### src/verilog/irq_router_pkg.sv
package irq_router_pkg;

  localparam int NUM_LOCAL = 6;
  localparam int NUM_SRC = 8;

  localparam int SRC_PIN_A = 0;
  localparam int SRC_PIN_B = 1;
  localparam int SRC_TIMER = 2;
  localparam int SRC_PERF = 3;
  localparam int SRC_THERM = 4;
  localparam int SRC_ERR = 5;
  localparam int SRC_MSG = 6;
  localparam int SRC_SELF = 7;

  localparam logic [31:0] BASE_RST = 32'hFEE00000;

  localparam logic [11:0] OFF_ID = 12'h020;
  localparam logic [11:0] OFF_GROUP = 12'h0D0;
  localparam logic [11:0] OFF_SVR = 12'h0F0;
  localparam logic [11:0] OFF_ERR = 12'h280;
  localparam logic [11:0] OFF_ICR_LO = 12'h300;
  localparam logic [11:0] OFF_ICR_HI = 12'h310;
  localparam logic [11:0] OFF_TBL_FIRST = 12'h400;
  localparam logic [11:0] OFF_TBL_END = 12'h460;
  localparam logic [11:0] OFF_TMR_INIT = 12'h480;
  localparam logic [11:0] OFF_TMR_CUR = 12'h490;

  localparam int VEC_LSB = 0;
  localparam int MODE_LSB = 8;
  localparam int DESTMODE_BIT = 11;
  localparam int DSTAT_BIT = 12;
  localparam int LEVEL_BIT = 15;
  localparam int MASK_BIT = 16;
  localparam int PERIODIC_BIT = 17;
  localparam int SHORT_LSB = 18;
  localparam int DEST_LSB = 24;
  localparam int ENABLE_BIT = 8;

  localparam int ERR_UNMAPPED = 0;
  localparam int ERR_ALIGN = 1;
  localparam int ERR_BUSY = 2;
  localparam int NUM_ERR = 3;

  localparam logic [7:0] NMI_VECTOR = 8'h02;
  localparam logic [7:0] ID_RST = 8'h00;
  localparam logic [7:0] GROUP_RST = 8'h00;
  localparam logic [7:0] BCAST_DEST = 8'hFF;
  localparam logic ENABLE_RST = 1'b0;

  typedef enum logic [1:0] {DLV_FIXED, DLV_NMI, DLV_EXTINT, DLV_RSVD} dlv_mode_t;
  typedef enum logic [1:0] {SH_NONE, SH_SELF, SH_ALL, SH_OTHERS} shorthand_t;

  typedef struct packed {
    logic mask;
    logic level;
    dlv_mode_t mode;
    logic [7:0] vector;
  } route_entry_t;

  localparam route_entry_t ENTRY_RST = '{mask: 1'b1, level: 1'b0, mode: DLV_FIXED, vector: 8'h00};

  typedef struct packed {
    logic [7:0] dest;
    logic group;
    logic broadcast;
    logic level;
    dlv_mode_t mode;
    logic [7:0] vector;
  } irq_msg_t;

  typedef struct packed {
    logic [7:0] vector;
    logic level;
    logic nmi;
    logic extint;
  } core_req_t;

  typedef struct packed {
    logic write;
    logic lock;
    logic [31:0] addr;
    logic [31:0] wdata;
  } acc_req_t;

endpackage

### src/verilog/irq_count_timer.sv
`timescale 1ns/1ns
module irq_count_timer (
  input wire logic clk, // Clock
  input wire logic rst_b, // Async reset
  input wire logic load, // Load pulse
  input wire logic [31:0] load_value, // Start count, zero stops
  input wire logic periodic, // Reload on expiry
  output logic [31:0] count, // Current count
  output logic fire // One-cycle expiry pulse
);

  logic [31:0] count_r, count_nxt;
  logic fire_r, fire_nxt;
  logic [31:0] reload_r, reload_nxt;

  always_comb begin
    count_nxt = count_r;
    reload_nxt = reload_r;
    fire_nxt = 1'b0;
    if (load) begin
      count_nxt = load_value;
      reload_nxt = load_value;
    end else if (count_r != 32'h00000000) begin
      count_nxt = count_r - 32'h00000001;
      if (count_r == 32'h00000001) begin
        fire_nxt = 1'b1;
        if (periodic) begin
          count_nxt = reload_r;
        end
      end
    end
  end

  always_ff @(posedge clk or negedge rst_b) begin
    if (!rst_b) begin
      count_r <= 32'h00000000;
      reload_r <= 32'h00000000;
      fire_r <= 1'b0;
    end else begin
      count_r <= count_nxt;
      reload_r <= reload_nxt;
      fire_r <= fire_nxt;
    end
  end

  assign count = count_r;
  assign fire = fire_r;

endmodule // irq_count_timer

### src/verilog/local_interrupt_source_router.sv
`timescale 1ns/1ns
// Contract
// - Both local pins accept edge or level requests from attached devices.
// - Accept forwarded interrupt messages from the external I/O router.
// - Send processor interrupts to one processor, a group, or self.
// - Internal timer raises a local interrupt when its count is reached.
// - Performance counter overflow raises a local interrupt.
// - Thermal trip raises a local interrupt.
// - Detect internal errors like unmapped access; optionally interrupt on them.
// - Each local source has its own table entry setting delivery.
// - Pin b entry in NMI mode delivers vector 2.
// - Router and processor messages go through message logic, not table.
// - Writing the command register issues a message onto the system bus, except with the self shorthand, which is only delivered locally.
// - Received messages delivered automatically using their vector and trigger mode.
// - When disabled, the core takes interrupts from the legacy controller.
// - Registers are memory mapped, readable and writable by moves.
// - 4-KByte region at FEE00000H handled internally, no external cycles.
// - Lock prefix on register access is ignored.
module local_interrupt_source_router (
  input wire logic clk, // Processor clock
  input wire logic rst_b, // Core reset
  input wire logic local_irq_pin_a, // Local interrupt pin a
  input wire logic local_irq_pin_b, // Local interrupt pin b
  input wire logic legacy_intr, // Legacy controller request pin
  input wire logic perf_overflow, // Counter overflow event
  input wire logic thermal_trip, // Thermal sensor trip
  input wire logic acc_valid, // Core memory access pulse
  input wire irq_router_pkg::acc_req_t acc_req, // Access request
  output logic acc_ack, // Access answered
  output logic acc_hit, // Handled internally
  output logic [31:0] acc_rdata, // Read data
  output logic core_irq_valid, // Interrupt offered to core
  output irq_router_pkg::core_req_t core_req, // Offered interrupt
  input wire logic core_ack, // Core takes offer
  output logic core_legacy_intr, // Legacy passthrough
  input wire logic in_msg_valid, // Inbound message valid
  input wire irq_router_pkg::irq_msg_t in_msg, // Inbound message
  output logic in_msg_ready, // Inbound slot free
  output logic bus_msg_valid, // Outbound message valid
  output irq_router_pkg::irq_msg_t bus_msg, // Outbound message
  input wire logic bus_msg_ready // Bus takes message
);

  typedef enum logic {DS_IDLE, DS_OFFER} dlv_state_t;

  logic [2:0] pins_sync;
  logic [31:0] tmr_count;
  logic tmr_fire;
  logic tmr_load;

  irq_router_pkg::route_entry_t entry_r [irq_router_pkg::NUM_LOCAL];
  irq_router_pkg::route_entry_t entry_nxt [irq_router_pkg::NUM_LOCAL];
  logic periodic_r, periodic_nxt;
  logic [7:0] id_r, id_nxt;
  logic [7:0] group_r, group_nxt;
  logic enable_r, enable_nxt;
  logic [31:0] icr_lo_r, icr_lo_nxt;
  logic [7:0] icr_dest_r, icr_dest_nxt;
  logic [irq_router_pkg::NUM_ERR-1:0] err_r, err_nxt;
  logic err_evt_r, err_evt_nxt;
  logic acc_ack_r, acc_ack_nxt;
  logic acc_hit_r, acc_hit_nxt;
  logic [31:0] acc_rdata_r, acc_rdata_nxt;

  logic [11:0] off;
  logic in_region;
  logic hit;
  logic aligned;
  logic in_tbl;
  logic [2:0] tbl_idx;
  logic icr_send;
  irq_router_pkg::shorthand_t send_sh;
  logic busy;
  irq_router_pkg::irq_msg_t in_slot_r, in_slot_nxt;
  irq_router_pkg::irq_msg_t self_slot_r, self_slot_nxt;
  irq_router_pkg::irq_msg_t bus_msg_r, bus_msg_nxt;
  logic bus_msg_valid_r, bus_msg_valid_nxt;
  logic in_ready_r, in_ready_nxt;
  logic in_match;
  logic msg_set;
  logic self_set;
  irq_router_pkg::irq_msg_t send_msg;
  logic [irq_router_pkg::NUM_SRC-1:0] pend_r, pend_nxt;
  logic [irq_router_pkg::NUM_LOCAL-1:0] raw;
  logic [irq_router_pkg::NUM_LOCAL-1:0] prev_r, prev_nxt;
  logic [irq_router_pkg::NUM_LOCAL-1:0] set_loc;
  dlv_state_t dlv_r, dlv_nxt;
  logic [2:0] grant_r, grant_nxt;
  logic core_valid_r, core_valid_nxt;
  irq_router_pkg::core_req_t core_req_r, core_req_nxt;
  logic legacy_r, legacy_nxt;
  irq_router_pkg::irq_msg_t pick;

  always_comb begin
    off = acc_req.addr[11:0];
    in_region = acc_req.addr[31:12] == irq_router_pkg::BASE_RST[31:12];
    hit = acc_valid && in_region;
    aligned = off[3:0] == 4'h0;
    in_tbl = off >= irq_router_pkg::OFF_TBL_FIRST && off < irq_router_pkg::OFF_TBL_END;
    tbl_idx = 3'(off[11:4] - irq_router_pkg::OFF_TBL_FIRST[11:4]);
    send_sh = irq_router_pkg::shorthand_t'(acc_req.wdata[irq_router_pkg::SHORT_LSB +: 2]);
    busy = bus_msg_valid_r || pend_r[irq_router_pkg::SRC_SELF];
    icr_send = 1'b0;
    tmr_load = 1'b0;
    for (int i = 0; i < irq_router_pkg::NUM_LOCAL; i++) begin
      entry_nxt[i] = entry_r[i];
    end
    periodic_nxt = periodic_r;
    id_nxt = id_r;
    group_nxt = group_r;
    enable_nxt = enable_r;
    icr_lo_nxt = icr_lo_r;
    icr_dest_nxt = icr_dest_r;
    err_nxt = err_r;
    err_evt_nxt = 1'b0;
    acc_ack_nxt = acc_valid;
    acc_hit_nxt = hit;
    acc_rdata_nxt = 32'h00000000;
    // Lock attribute is not looked at: no locked cycle happens
    if (hit && !aligned) begin
      err_nxt[irq_router_pkg::ERR_ALIGN] = 1'b1;
    end else if (hit && acc_req.write) begin
      if (off == irq_router_pkg::OFF_ID) begin
        id_nxt = acc_req.wdata[irq_router_pkg::DEST_LSB +: 8];
      end else if (off == irq_router_pkg::OFF_GROUP) begin
        group_nxt = acc_req.wdata[irq_router_pkg::DEST_LSB +: 8];
      end else if (off == irq_router_pkg::OFF_SVR) begin
        enable_nxt = acc_req.wdata[irq_router_pkg::ENABLE_BIT];
      end else if (off == irq_router_pkg::OFF_ERR) begin
        err_nxt = '0;
      end else if (off == irq_router_pkg::OFF_ICR_LO) begin
        if (busy) begin
          err_nxt[irq_router_pkg::ERR_BUSY] = 1'b1;
        end else begin
          icr_lo_nxt = acc_req.wdata;
          icr_send = 1'b1;
        end
      end else if (off == irq_router_pkg::OFF_ICR_HI) begin
        icr_dest_nxt = acc_req.wdata[irq_router_pkg::DEST_LSB +: 8];
      end else if (in_tbl) begin
        entry_nxt[tbl_idx] = '{mask: acc_req.wdata[irq_router_pkg::MASK_BIT],
                               level: acc_req.wdata[irq_router_pkg::LEVEL_BIT],
                               mode: irq_router_pkg::dlv_mode_t'(acc_req.wdata[irq_router_pkg::MODE_LSB +: 2]),
                               vector: acc_req.wdata[irq_router_pkg::VEC_LSB +: 8]};
        if (tbl_idx == 3'(irq_router_pkg::SRC_TIMER)) begin
          periodic_nxt = acc_req.wdata[irq_router_pkg::PERIODIC_BIT];
        end
      end else if (off == irq_router_pkg::OFF_TMR_INIT) begin
        tmr_load = 1'b1;
      end else if (off != irq_router_pkg::OFF_TMR_CUR) begin
        err_nxt[irq_router_pkg::ERR_UNMAPPED] = 1'b1;
      end
    end else if (hit) begin
      if (off == irq_router_pkg::OFF_ID) begin
        acc_rdata_nxt[irq_router_pkg::DEST_LSB +: 8] = id_r;
      end else if (off == irq_router_pkg::OFF_GROUP) begin
        acc_rdata_nxt[irq_router_pkg::DEST_LSB +: 8] = group_r;
      end else if (off == irq_router_pkg::OFF_SVR) begin
        acc_rdata_nxt[irq_router_pkg::ENABLE_BIT] = enable_r;
      end else if (off == irq_router_pkg::OFF_ERR) begin
        acc_rdata_nxt[irq_router_pkg::NUM_ERR-1:0] = err_r;
      end else if (off == irq_router_pkg::OFF_ICR_LO) begin
        acc_rdata_nxt = icr_lo_r;
        acc_rdata_nxt[irq_router_pkg::DSTAT_BIT] = busy;
      end else if (off == irq_router_pkg::OFF_ICR_HI) begin
        acc_rdata_nxt[irq_router_pkg::DEST_LSB +: 8] = icr_dest_r;
      end else if (in_tbl) begin
        acc_rdata_nxt[irq_router_pkg::VEC_LSB +: 8] = entry_r[tbl_idx].vector;
        acc_rdata_nxt[irq_router_pkg::MODE_LSB +: 2] = entry_r[tbl_idx].mode;
        acc_rdata_nxt[irq_router_pkg::DSTAT_BIT] = pend_r[tbl_idx];
        acc_rdata_nxt[irq_router_pkg::LEVEL_BIT] = entry_r[tbl_idx].level;
        acc_rdata_nxt[irq_router_pkg::MASK_BIT] = entry_r[tbl_idx].mask;
        acc_rdata_nxt[irq_router_pkg::PERIODIC_BIT] = (tbl_idx == 3'(irq_router_pkg::SRC_TIMER)) && periodic_r;
      end else if (off == irq_router_pkg::OFF_TMR_INIT) begin
        acc_rdata_nxt = 32'h00000000;
      end else if (off == irq_router_pkg::OFF_TMR_CUR) begin
        acc_rdata_nxt = tmr_count;
      end else begin
        err_nxt[irq_router_pkg::ERR_UNMAPPED] = 1'b1;
      end
    end
    err_evt_nxt = |(err_nxt & ~err_r);
  end

  always_ff @(posedge clk or negedge rst_b) begin
    if (!rst_b) begin
      for (int i = 0; i < irq_router_pkg::NUM_LOCAL; i++) begin
        entry_r[i] <= irq_router_pkg::ENTRY_RST;
      end
      periodic_r <= 1'b0;
      id_r <= irq_router_pkg::ID_RST;
      group_r <= irq_router_pkg::GROUP_RST;
      enable_r <= irq_router_pkg::ENABLE_RST;
      icr_lo_r <= 32'h00000000;
      icr_dest_r <= 8'h00;
      err_r <= '0;
      err_evt_r <= 1'b0;
      acc_ack_r <= 1'b0;
      acc_hit_r <= 1'b0;
      acc_rdata_r <= 32'h00000000;
    end else begin
      entry_r <= entry_nxt;
      periodic_r <= periodic_nxt;
      id_r <= id_nxt;
      group_r <= group_nxt;
      enable_r <= enable_nxt;
      icr_lo_r <= icr_lo_nxt;
      icr_dest_r <= icr_dest_nxt;
      err_r <= err_nxt;
      err_evt_r <= err_evt_nxt;
      acc_ack_r <= acc_ack_nxt;
      acc_hit_r <= acc_hit_nxt;
      acc_rdata_r <= acc_rdata_nxt;
    end
  end

  pin_sync #(.W(3)) u_pin_sync (
    .clk(clk),
    .rst_b(rst_b),
    .pin_in({legacy_intr, local_irq_pin_b, local_irq_pin_a}),
    .pin_out(pins_sync)
  );

  irq_count_timer u_timer (
    .clk(clk),
    .rst_b(rst_b),
    .load(tmr_load),
    .load_value(acc_req.wdata),
    .periodic(periodic_r),
    .count(tmr_count),
    .fire(tmr_fire)
  );

  // Messages: inbound slot, self slot, outbound bus message

  always_comb begin
    in_match = in_msg.broadcast || (in_msg.group ? |(in_msg.dest & group_r) : in_msg.dest == id_r);
    msg_set = in_msg_valid && in_ready_r && in_match && enable_r;
    in_slot_nxt = msg_set ? in_msg : in_slot_r;
    send_msg = '{dest: (send_sh == irq_router_pkg::SH_NONE) ? icr_dest_nxt : irq_router_pkg::BCAST_DEST,
                 group: acc_req.wdata[irq_router_pkg::DESTMODE_BIT],
                 broadcast: send_sh != irq_router_pkg::SH_NONE,
                 level: acc_req.wdata[irq_router_pkg::LEVEL_BIT],
                 mode: irq_router_pkg::dlv_mode_t'(acc_req.wdata[irq_router_pkg::MODE_LSB +: 2]),
                 vector: acc_req.wdata[irq_router_pkg::VEC_LSB +: 8]};
    self_set = icr_send && (send_sh == irq_router_pkg::SH_SELF || send_sh == irq_router_pkg::SH_ALL);
    self_slot_nxt = self_set ? send_msg : self_slot_r;
    bus_msg_valid_nxt = bus_msg_valid_r && !bus_msg_ready;
    bus_msg_nxt = bus_msg_r;
    if (icr_send && send_sh != irq_router_pkg::SH_SELF) begin
      bus_msg_valid_nxt = 1'b1;
      bus_msg_nxt = send_msg;
    end
    in_ready_nxt = !pend_nxt[irq_router_pkg::SRC_MSG];
  end

  always_ff @(posedge clk or negedge rst_b) begin
    if (!rst_b) begin
      in_slot_r <= '0;
      self_slot_r <= '0;
      bus_msg_r <= '0;
      bus_msg_valid_r <= 1'b0;
      in_ready_r <= 1'b0;
    end else begin
      in_slot_r <= in_slot_nxt;
      self_slot_r <= self_slot_nxt;
      bus_msg_r <= bus_msg_nxt;
      bus_msg_valid_r <= bus_msg_valid_nxt;
      in_ready_r <= in_ready_nxt;
    end
  end

  // Pending flags and core delivery

  always_comb begin
    raw = {err_evt_r, thermal_trip, perf_overflow, tmr_fire, pins_sync[1], pins_sync[0]};
    prev_nxt = raw;
    for (int i = 0; i < irq_router_pkg::NUM_LOCAL; i++) begin
      set_loc[i] = enable_r && !entry_r[i].mask && (entry_r[i].level ? raw[i] : raw[i] && !prev_r[i]);
    end
    pend_nxt = pend_r;
    dlv_nxt = dlv_r;
    grant_nxt = grant_r;
    core_req_nxt = core_req_r;
    if (dlv_r == DS_OFFER && core_ack) begin
      pend_nxt[grant_r] = 1'b0;
      dlv_nxt = DS_IDLE;
    end
    pend_nxt[irq_router_pkg::NUM_LOCAL-1:0] = pend_nxt[irq_router_pkg::NUM_LOCAL-1:0] | set_loc;
    if (msg_set) begin
      pend_nxt[irq_router_pkg::SRC_MSG] = 1'b1;
    end
    if (self_set) begin
      pend_nxt[irq_router_pkg::SRC_SELF] = 1'b1;
    end
    pick = in_slot_r;
    if (dlv_r == DS_IDLE && |pend_r) begin
      for (int i = irq_router_pkg::NUM_SRC - 1; i >= 0; i--) begin
        if (pend_r[i]) begin
          grant_nxt = 3'(i);
        end
      end
      if (grant_nxt == 3'(irq_router_pkg::SRC_SELF)) begin
        pick = self_slot_r;
      end else if (grant_nxt != 3'(irq_router_pkg::SRC_MSG)) begin
        pick = '{dest: 8'h00, group: 1'b0, broadcast: 1'b0, level: entry_r[grant_nxt].level,
                 mode: entry_r[grant_nxt].mode, vector: entry_r[grant_nxt].vector};
      end
      core_req_nxt = '{vector: (pick.mode == irq_router_pkg::DLV_NMI) ? irq_router_pkg::NMI_VECTOR : pick.vector,
                       level: pick.level,
                       nmi: pick.mode == irq_router_pkg::DLV_NMI,
                       extint: pick.mode == irq_router_pkg::DLV_EXTINT};
      dlv_nxt = DS_OFFER;
    end
    core_valid_nxt = dlv_nxt == DS_OFFER;
    legacy_nxt = !enable_r && pins_sync[2];
  end

  always_ff @(posedge clk or negedge rst_b) begin
    if (!rst_b) begin
      pend_r <= '0;
      prev_r <= '0;
      dlv_r <= DS_IDLE;
      grant_r <= 3'h0;
      core_valid_r <= 1'b0;
      core_req_r <= '0;
      legacy_r <= 1'b0;
    end else begin
      pend_r <= pend_nxt;
      prev_r <= prev_nxt;
      dlv_r <= dlv_nxt;
      grant_r <= grant_nxt;
      core_valid_r <= core_valid_nxt;
      core_req_r <= core_req_nxt;
      legacy_r <= legacy_nxt;
    end
  end

  assign acc_ack = acc_ack_r;
  assign acc_hit = acc_hit_r;
  assign acc_rdata = acc_rdata_r;
  assign core_irq_valid = core_valid_r;
  assign core_req = core_req_r;
  assign core_legacy_intr = legacy_r;
  assign in_msg_ready = in_ready_r;
  assign bus_msg_valid = bus_msg_valid_r;
  assign bus_msg = bus_msg_r;

endmodule // local_interrupt_source_router

### src/verilog/pin_sync.sv
`timescale 1ns/1ns
module pin_sync #(
  parameter int W = 3
) (
  input wire logic clk, // Clock
  input wire logic rst_b, // Async reset
  input wire logic [W-1:0] pin_in, // Asynchronous pins
  output logic [W-1:0] pin_out // Synchronised levels
);

  logic [W-1:0] meta_r;
  logic [W-1:0] sync_r;

  for (genvar i = 0; i < W; i++) begin : g_bit
    always_ff @(posedge clk or negedge rst_b) begin
      if (!rst_b) begin
        meta_r[i] <= 1'b0;
        sync_r[i] <= 1'b0;
      end else begin
        meta_r[i] <= pin_in[i];
        sync_r[i] <= meta_r[i];
      end
    end
  end

  assign pin_out = sync_r;

endmodule // pin_sync
### config.mk
export PLATFORM = sky130hd
export DESIGN_NAME = local_interrupt_source_router
export DESIGN_NICKNAME = d
export VERILOG_FILES = /design/src/verilog/irq_router_pkg.sv /design/src/verilog/irq_count_timer.sv /design/src/verilog/local_interrupt_source_router.sv /design/src/verilog/pin_sync.sv
export SDC_FILE = /design/constraint.sdc
export NUM_CORES = 1
export LEC_CHECK = 0
export ABC_AREA = 1
export BUFFER_PORTS_ARGS = -buffer_cell sky130_fd_sc_hd__buf_2
export CAP_MARGIN = 20
export CORE_MARGIN = 2
export CORE_UTILIZATION = 42
export CTS_CLUSTER_SIZE = 25
export DETAILED_ROUTE_END_ITERATION = 6
export PLACE_DENSITY_LB_ADDON = 0.12
export SKIP_LAST_GASP = 1
export SYNTH_ARGS = -nofsm -noshare
export SYNTH_HDL_FRONTEND = slang
export SYNTH_HIERARCHICAL = 1
export SYNTH_SLANG_ARGS = --single-unit
### constraint.sdc
create_clock -name clk -period 4.71 [get_ports clk]
set_input_delay 0.942 -clock clk [delete_from_list [all_inputs] [get_ports clk]]
set_output_delay 0.942 -clock clk [all_outputs]
set_load 0.05 [all_outputs]
==> impl_metrics.py, run 1 <==
metrics = {
    "status": {
        "outcome": "complete, but fails checks",
        "violations": "DRC",
    },
    "clock_network": {
        "cts_root_buffer": "clkbuf_16",
        "path_clk_slew_ns": 0.06,
        "cts_buffers": 37,
        "cts_tree": "built",
        "cts.sinks": 313,
        "clk_latency_ns": 0.53,
        "clock_path_buffers": 3,
        "h-tree-depth": 2,
        "cts_setup_buffers": 0,
        "cts-resized-gates": 0,
        "holdBufCountCts": 0,
    },
    "route": {
        "wl_per_cell_um": 19.0,
        "detail-route-antenna-nets": 0,
        "first_pass_iters": 7,
        "vias": 13600,
        "remaining_drc_errors": 12,
        "finalWirelength_um": 48500,
        "viasPerCell": 5.32,
        "dr.first_iter.drc_count": 1020,
    },
    "setup_path": {
        "crit_fanout": 11,
        "crit_path_end_kind": "flip-flop",
        "path_cells": "nor2_1 > nand2_1 > nand3_1 > a21oi_2 > nand2_1 > nor2_1 > nand2_1 > nand2_1 > inv_1 > nand3_1 > nand2_1 > inv_1 > nand2_2 > nand3_1 > nand2_1",
        "required_ns": 5.11,
        "path_class": "flip-flop to flip-flop",
        "max_stage_delay_ns": 0.73,
        "worstPathArrival_ns": 3.59,
        "startpoint_type": "flip-flop",
        "path_common_cell": "nand2_1",
        "worst_path_max_delay_cell": "nor2_1",
    },
    "grt": {
        "grt_pass1_wl_um": 74900,
        "grt_pass1_vias": 13100,
        "grt_use_total_pct": 25.7,
        "grt.overflow.total": 0,
        "grt_max_degree": 96,
        "antenna_found_initial": 4,
    },
    "floorplanning": {
        "pin_count": 168,
        "start_util_pct": 42.7,
        "dieArea_um2": 37800,
        "row_count": 69,
        "core_region_area_um2": 35700,
        "fp.dieH_um": 194,
        "die_x_um": 194,
    },
    "yosys": {
        "synth_common_cells": "nand2_1, dfrtp_1, o21ai_0",
        "avgSynthCellArea_um2": 8.01,
        "syn_inst": 1901,
        "yosysTopAreaCell": "dfrtp_1",
        "synth_seq_cells": 313,
        "ys_top_cells_by_area": "dfrtp_1, nand2_1, o21ai_0",
        "synth_top_area_share_pct": 50.5,
        "yosys_warnings": 6,
        "synth_most_common_cell": "nand2_1",
        "yosysSeqAreaShare_pct": 51.5,
        "async_flop_share_pct": 100,
        "synth-edff-count": 0,
        "synth_area_um2": 15200,
        "synth_fp_nets": 2003,
        "ys_types": 58,
        "synth_ff_type": "dfrtp_1",
    },
    "timing": {
        "finalHoldViolCount": 0,
        "slew_viol_final": 0,
        "post-route-min-period_ns": 3.19,
        "hold_slack_ns": 0.358,
        "rsz0062_at_grt": "false",
        "worst_pin_slew_ns": 1.08,
        "slew_headroom_pct": 27.9,
        "final.setup.tns_ns": 0,
        "final-setup-viol-count": 0,
        "fmax_mhz": 313,
        "skew_ns": 0.0170,
        "fin_crit_sh_pct": 67.8,
    },
    "pwr": {
        "comb_power_share_pct": 14.2,
        "switching_share_pct": 28.5,
        "intPower_w": 0.00484,
        "switchingPower_w": 0.00193,
        "cellLeakagePower_nw": 9.33,
        "p_seq_share_pct": 42.8,
        "power_density_nw_per_um2": 380,
        "p_clk_share_pct": 43.0,
        "max-vdd-ir-drop_uv": 264,
    },
    "worst_hold_path": {
        "hold_class": "flip-flop to flip-flop",
    },
    "flow_run": {
        "maxCapViolCount": 0,
    },
    "place": {
        "place_congestion": 0.892,
        "portBuffers": 166,
        "dp_hpwl_um": 34600,
    },
    "cells_and_area": {
        "drive_above_1_share_pct": 17.0,
        "fillers": 3515,
        "final_nets": 2167,
        "syn_to_final_growth_pct": 16.8,
    },
}
## stage by stage
stage	area [um2]	setup WS [ns]	utilization, %	total power, W	instances
after floorplan	15200	1.74	-	0.00350	1901
after global placement	16600	1.14	46.5	0.00389	2487
after detailed placement	16600	1.10	46.5	0.00390	2487
after CTS	17800	1.53	49.9	0.00682	2547
after global routing	17800	1.26	49.9	0.00704	2547
final	17800	1.52	49.9	0.00676	2549
## power groups by stage
stage | logic (W) | registers, W | clock network, W
2_1_floorplan | 0.000430 | 0.00307 | 0
3_3_place_gp | 0.000949 | 0.00294 | 0
3_5_place_dp | 0.000956 | 0.00294 | 0
4_1_cts | 0.000958 | 0.00290 | 0.00296
5_1_grt | 0.00105 | 0.00291 | 0.00308
6_report | 0.000960 | 0.00290 | 0.00291
## path summary, 6_finish.rpt
check	startpoint	to	slack, ns	depth (start not counted)
min reg2reg	u_pin_sync/meta_r[0]	u_pin_sync/pin_out[0]	0.36	0
max reg2reg	pend_r[7]	core_req[3]	1.52	15
min in group asynchronous	rst_b	u_pin_sync/meta_r[0]	0.41	1
min	u_pin_sync/meta_r[0]	u_pin_sync/pin_out[0]	0.36	0
max	pend_r[7]	core_req[3]	1.52	15
max in group asynchronous	rst_b	u_timer/reload_r[29]	3.35	2
## critical path, delay by kind of cell (launching register included)
kind,cells,cell delay (ns)
AO/OA/AOI/OAI,1,0.36
flip-flops,1,0.49
AND/OR/NAND/NOR,12,2.13
buffers and inverters,2,0.10
## sequential cells by signal (all words and copies together) (netlist names), 11 cells and up
register and flops:
in_slot_r 11, u_timer/count 32, icr_lo_r 31, acc_rdata 32, entry_r 72, self_slot_r 11
core_req 11, bus_msg 21, u_timer/reload_r 32
## logic make-up (layout without fill, tap and decap cells)
| family | after synthesis | count (layout) | synth area share [%] |
|---|---|---|---|
| other | 0 | 2 | 0 |
| adder cells (fa/ha/maj) | 4 | 4 | 0.329 |
| flip-flops | 313 | 313 | 51.5 |
| multiplexers | 7 | 7 | 0.518 |
| XOR/XNOR | 14 | 14 | 0.806 |
| AND/OR/NAND/NOR | 973 | 973 | 26.8 |
| AO/OA/AOI/OAI | 388 | 388 | 14.6 |
| buffers and inverters | 202 | 387 | 5.44 |
## routing by layer
layer / GRT usage (%) / routed length (um) / up-vias
met4: 8.80 / 1620 / 2
met3: 4.39 / 2900 / 101
met5: 0 / 13 / -
met2: 42.7 / 23100 / 414
met1: 34.1 / 20900 / 6510
li1: - / - / 6533
## cell usage in the layout (no fill, tap or decap), drive strengths merged, types with 6 or more instances in the layout
cell	n
a21oi	86
a31oi	8
buf	194
clkbuf	48
clkinv	6
dfrtp	307
dfstp	6
inv	131
mux2	7
nand2	670
nand3	88
nand4	16
nor2	167
nor3	9
nor4	6
o211ai	11
o21ai	223
o21bai	11
o22ai	28
or2	11
xor2	9
## layout make-up
type / instances / area (um2) / share of cell area (%)
antenna: 2 / 5.00 / 0.0281
clock buffer: 48 / 1020 / 5.72
clock inverter: 12 / 193 / 1.08
inverter: 133 / 499 / 2.81
multi-input combinational: 1386 / 6560 / 36.9
sequential: 313 / 7840 / 44.1
tap: 461 / 577 / 3.24
timing repair buffer: 194 / 1090 / 6.12
(Power assumes the default switching activity.)
==> run 2: changes to the inputs <==
==> constraint.sdc (replaced) <==
create_clock -name clk -period 3 [get_ports clk]
set_input_delay 0.6 -clock clk [delete_from_list [all_inputs] [get_ports clk]]
set_output_delay 0.6 -clock clk [all_outputs]
set_load 0.05 [all_outputs]
==> run 2 against run 1 <==
Against the previous run: the run still ends with DRC left; critical path type unchanged; highest routed layer unchanged; largest cell class unchanged; hold slack got worse by 0.34 ns; largest power group unchanged; cell area grew 2.0%; non-clock buffer count increased by 33.
==> impl_metrics.py, run 2 (synthesized netlist as in run 1, its figures left out) <==
metrics = {
    "grt": {
        "grt_use_total_pct": 26.2,
        "grt_pass1_wl_um": 77000,
        "grt_pass1_vias": 13500,
        "antenna_found_initial": 2,
        "grt.overflow.total": 0,
        "grt_max_degree": 68,
    },
    "pwr": {
        "power_w": 0.0108,
        "max-vdd-ir-drop_uv": 397,
        "cellLeakagePower_nw": 9.53,
        "power_density_nw_per_um2": 596,
    },
    "route": {
        "vias": 13700,
        "finalWirelength_um": 48700,
        "dr.first_iter.drc_count": 1086,
        "wl_per_cell_um": 18.9,
        "first_pass_iters": 7,
        "remaining_drc_errors": 6,
        "detail-route-antenna-nets": 0,
        "viasPerCell": 5.32,
    },
    "clock_network": {
        "cts_tree": "built",
        "h-tree-depth": 2,
        "cts_root_buffer": "clkbuf_16",
        "clk_latency_ns": 0.53,
        "holdBufCountCts": 0,
        "cts-resized-gates": 0,
        "clock_path_buffers": 3,
        "cts.sinks": 313,
        "cts_setup_buffers": 0,
        "path_clk_slew_ns": 0.06,
        "cts_buffers": 36,
    },
    "timing": {
        "hold_slack_ns": 0.0185,
        "final-setup-viol-count": 0,
        "skew_ns": 0.0187,
        "slew_headroom_pct": 33.7,
        "rsz0062_at_grt": "false",
        "fmax_mhz": 388,
        "fin_crit_sh_pct": 86.0,
        "post-route-min-period_ns": 2.58,
        "final.setup.tns_ns": 0,
        "slew_viol_final": 0,
        "worst_pin_slew_ns": 0.995,
        "finalHoldViolCount": 0,
    },
    "setup_path": {
        "startpoint_type": "flip-flop",
        "crit_fanout": 11,
        "path_delay_family": "simple AND/OR/NAND/NOR gates",
        "cp_num_buf_inv": 3,
        "path_class": "flip-flop to flip-flop",
        "max_stage_delay_ns": 0.48,
        "worstPathArrival_ns": 2.99,
        "path_common_cell": "nand2_1",
        "worst_path_max_delay_cell": "dfrtp_1",
        "crit_path_end_kind": "flip-flop",
        "required_ns": 3.41,
        "path_cells": "nor2_1 > nand2_1 > nand3_1 > a21oi_2 > nand2_1 > nor2_1 > buf_4 > nand2_1 > nand2_1 > inv_1 > nand3_1 > nand2_1 > inv_1 > nand2_2 > nand3_1 > nand2_1",
    },
    "floorplanning": {
        "pin_count": 168,
        "fp.dieH_um": 194,
        "die_x_um": 194,
        "dieArea_um2": 37800,
        "start_util_pct": 42.7,
        "core_region_area_um2": 35700,
        "row_count": 69,
    },
    "place": {
        "place_congestion": 0.916,
        "placed_cell_area_um2": 16900,
        "portBuffers": 166,
        "dp_hpwl_um": 35900,
    },
    "cells_and_area": {
        "regArea_um2": 7840,
        "final_cell_mix": "nand2_1, dfrtp_1, o21ai_0",
        "final_nets": 2199,
        "final_common_cell": "nand2_1",
        "multi_input_area_um2": 6560,
        "largest_register_ffs": 72,
        "top_register": "entry_r",
        "postLayoutCellArea_um2": 18100,
        "antenna_cells": 0,
        "syn_to_final_growth_pct": 19.1,
        "fillers": 3534,
        "drive_above_1_share_pct": 18.4,
    },
    "flow_run": {
        "maxCapViolCount": 0,
    },
    "worst_hold_path": {
        "hold_class": "primary input to asynchronous set/reset pin",
    },
    "status": {
        "outcome": "complete, but fails checks",
        "violations": "DRC",
    },
}
-- run 2: changes by cell type in the layout (fill, tap and decap cells not counted), sizes merged --
cell,change
bufinv,+1
diode,-2
clkinv,+1
buf,+33
clkinvlp,-1
-- run 2: worst paths after layout --
check	cells past startpoint	slack (ns)	startpoint	endpoint
min in group clk	1	0.18	legacy_intr	u_pin_sync/meta_r[2]
hold reg to reg	0	0.35	u_pin_sync/meta_r[2]	u_pin_sync/pin_out[2]
setup / recovery	16	0.42	pend_r[7]	core_req[9]
max in group asynchronous	2	2.07	rst_b	entry_r[47]
hold / removal	1	0.02	rst_b	u_pin_sync/meta_r[1]
setup reg to reg	16	0.42	pend_r[7]	core_req[9]
-- run 2: per-layer routing --
layer / up-vias / routed length, um / track usage, %
li1: 6615 / - / -
met5: - / 13 / 0
met4: 2 / 1270 / 7.92
met3: 80 / 2730 / 3.75
met2: 407 / 23700 / 44.0
met1: 6632 / 21000 / 35.2
-- run 2: per-stage QoR --
step | instances | worst slack (ns) | util [%]
2_1_floorplan | 1901 | 0.376 | -
5_1_grt | 2581 | 0.151 | 50.8
6_report | 2581 | 0.420 | 50.8
3_5_place_dp | 2520 | 0.0978 | 47.3
4_1_cts | 2581 | 0.443 | 50.8
3_3_place_gp | 2520 | 0.118 | 47.3
-- run 2: power breakdown --
part / switching (W) / internal [W]
Combinational: 0.00113 / 0.000416
Sequential: 0.000141 / 0.00441
Clock: 0.00177 / 0.00294
Total: 0.00304 / 0.00777
-- run 2: cell type report --
cell class | instances | area share, %
Inverter | 133 | 2.75
Clock inverter | 13 | 1.28
Timing Repair Buffer | 227 | 7.65
Multi-Input combinational cell | 1386 | 36.2
Sequential cell | 313 | 43.2
Tap cell | 461 | 3.18
Clock buffer | 48 | 5.72
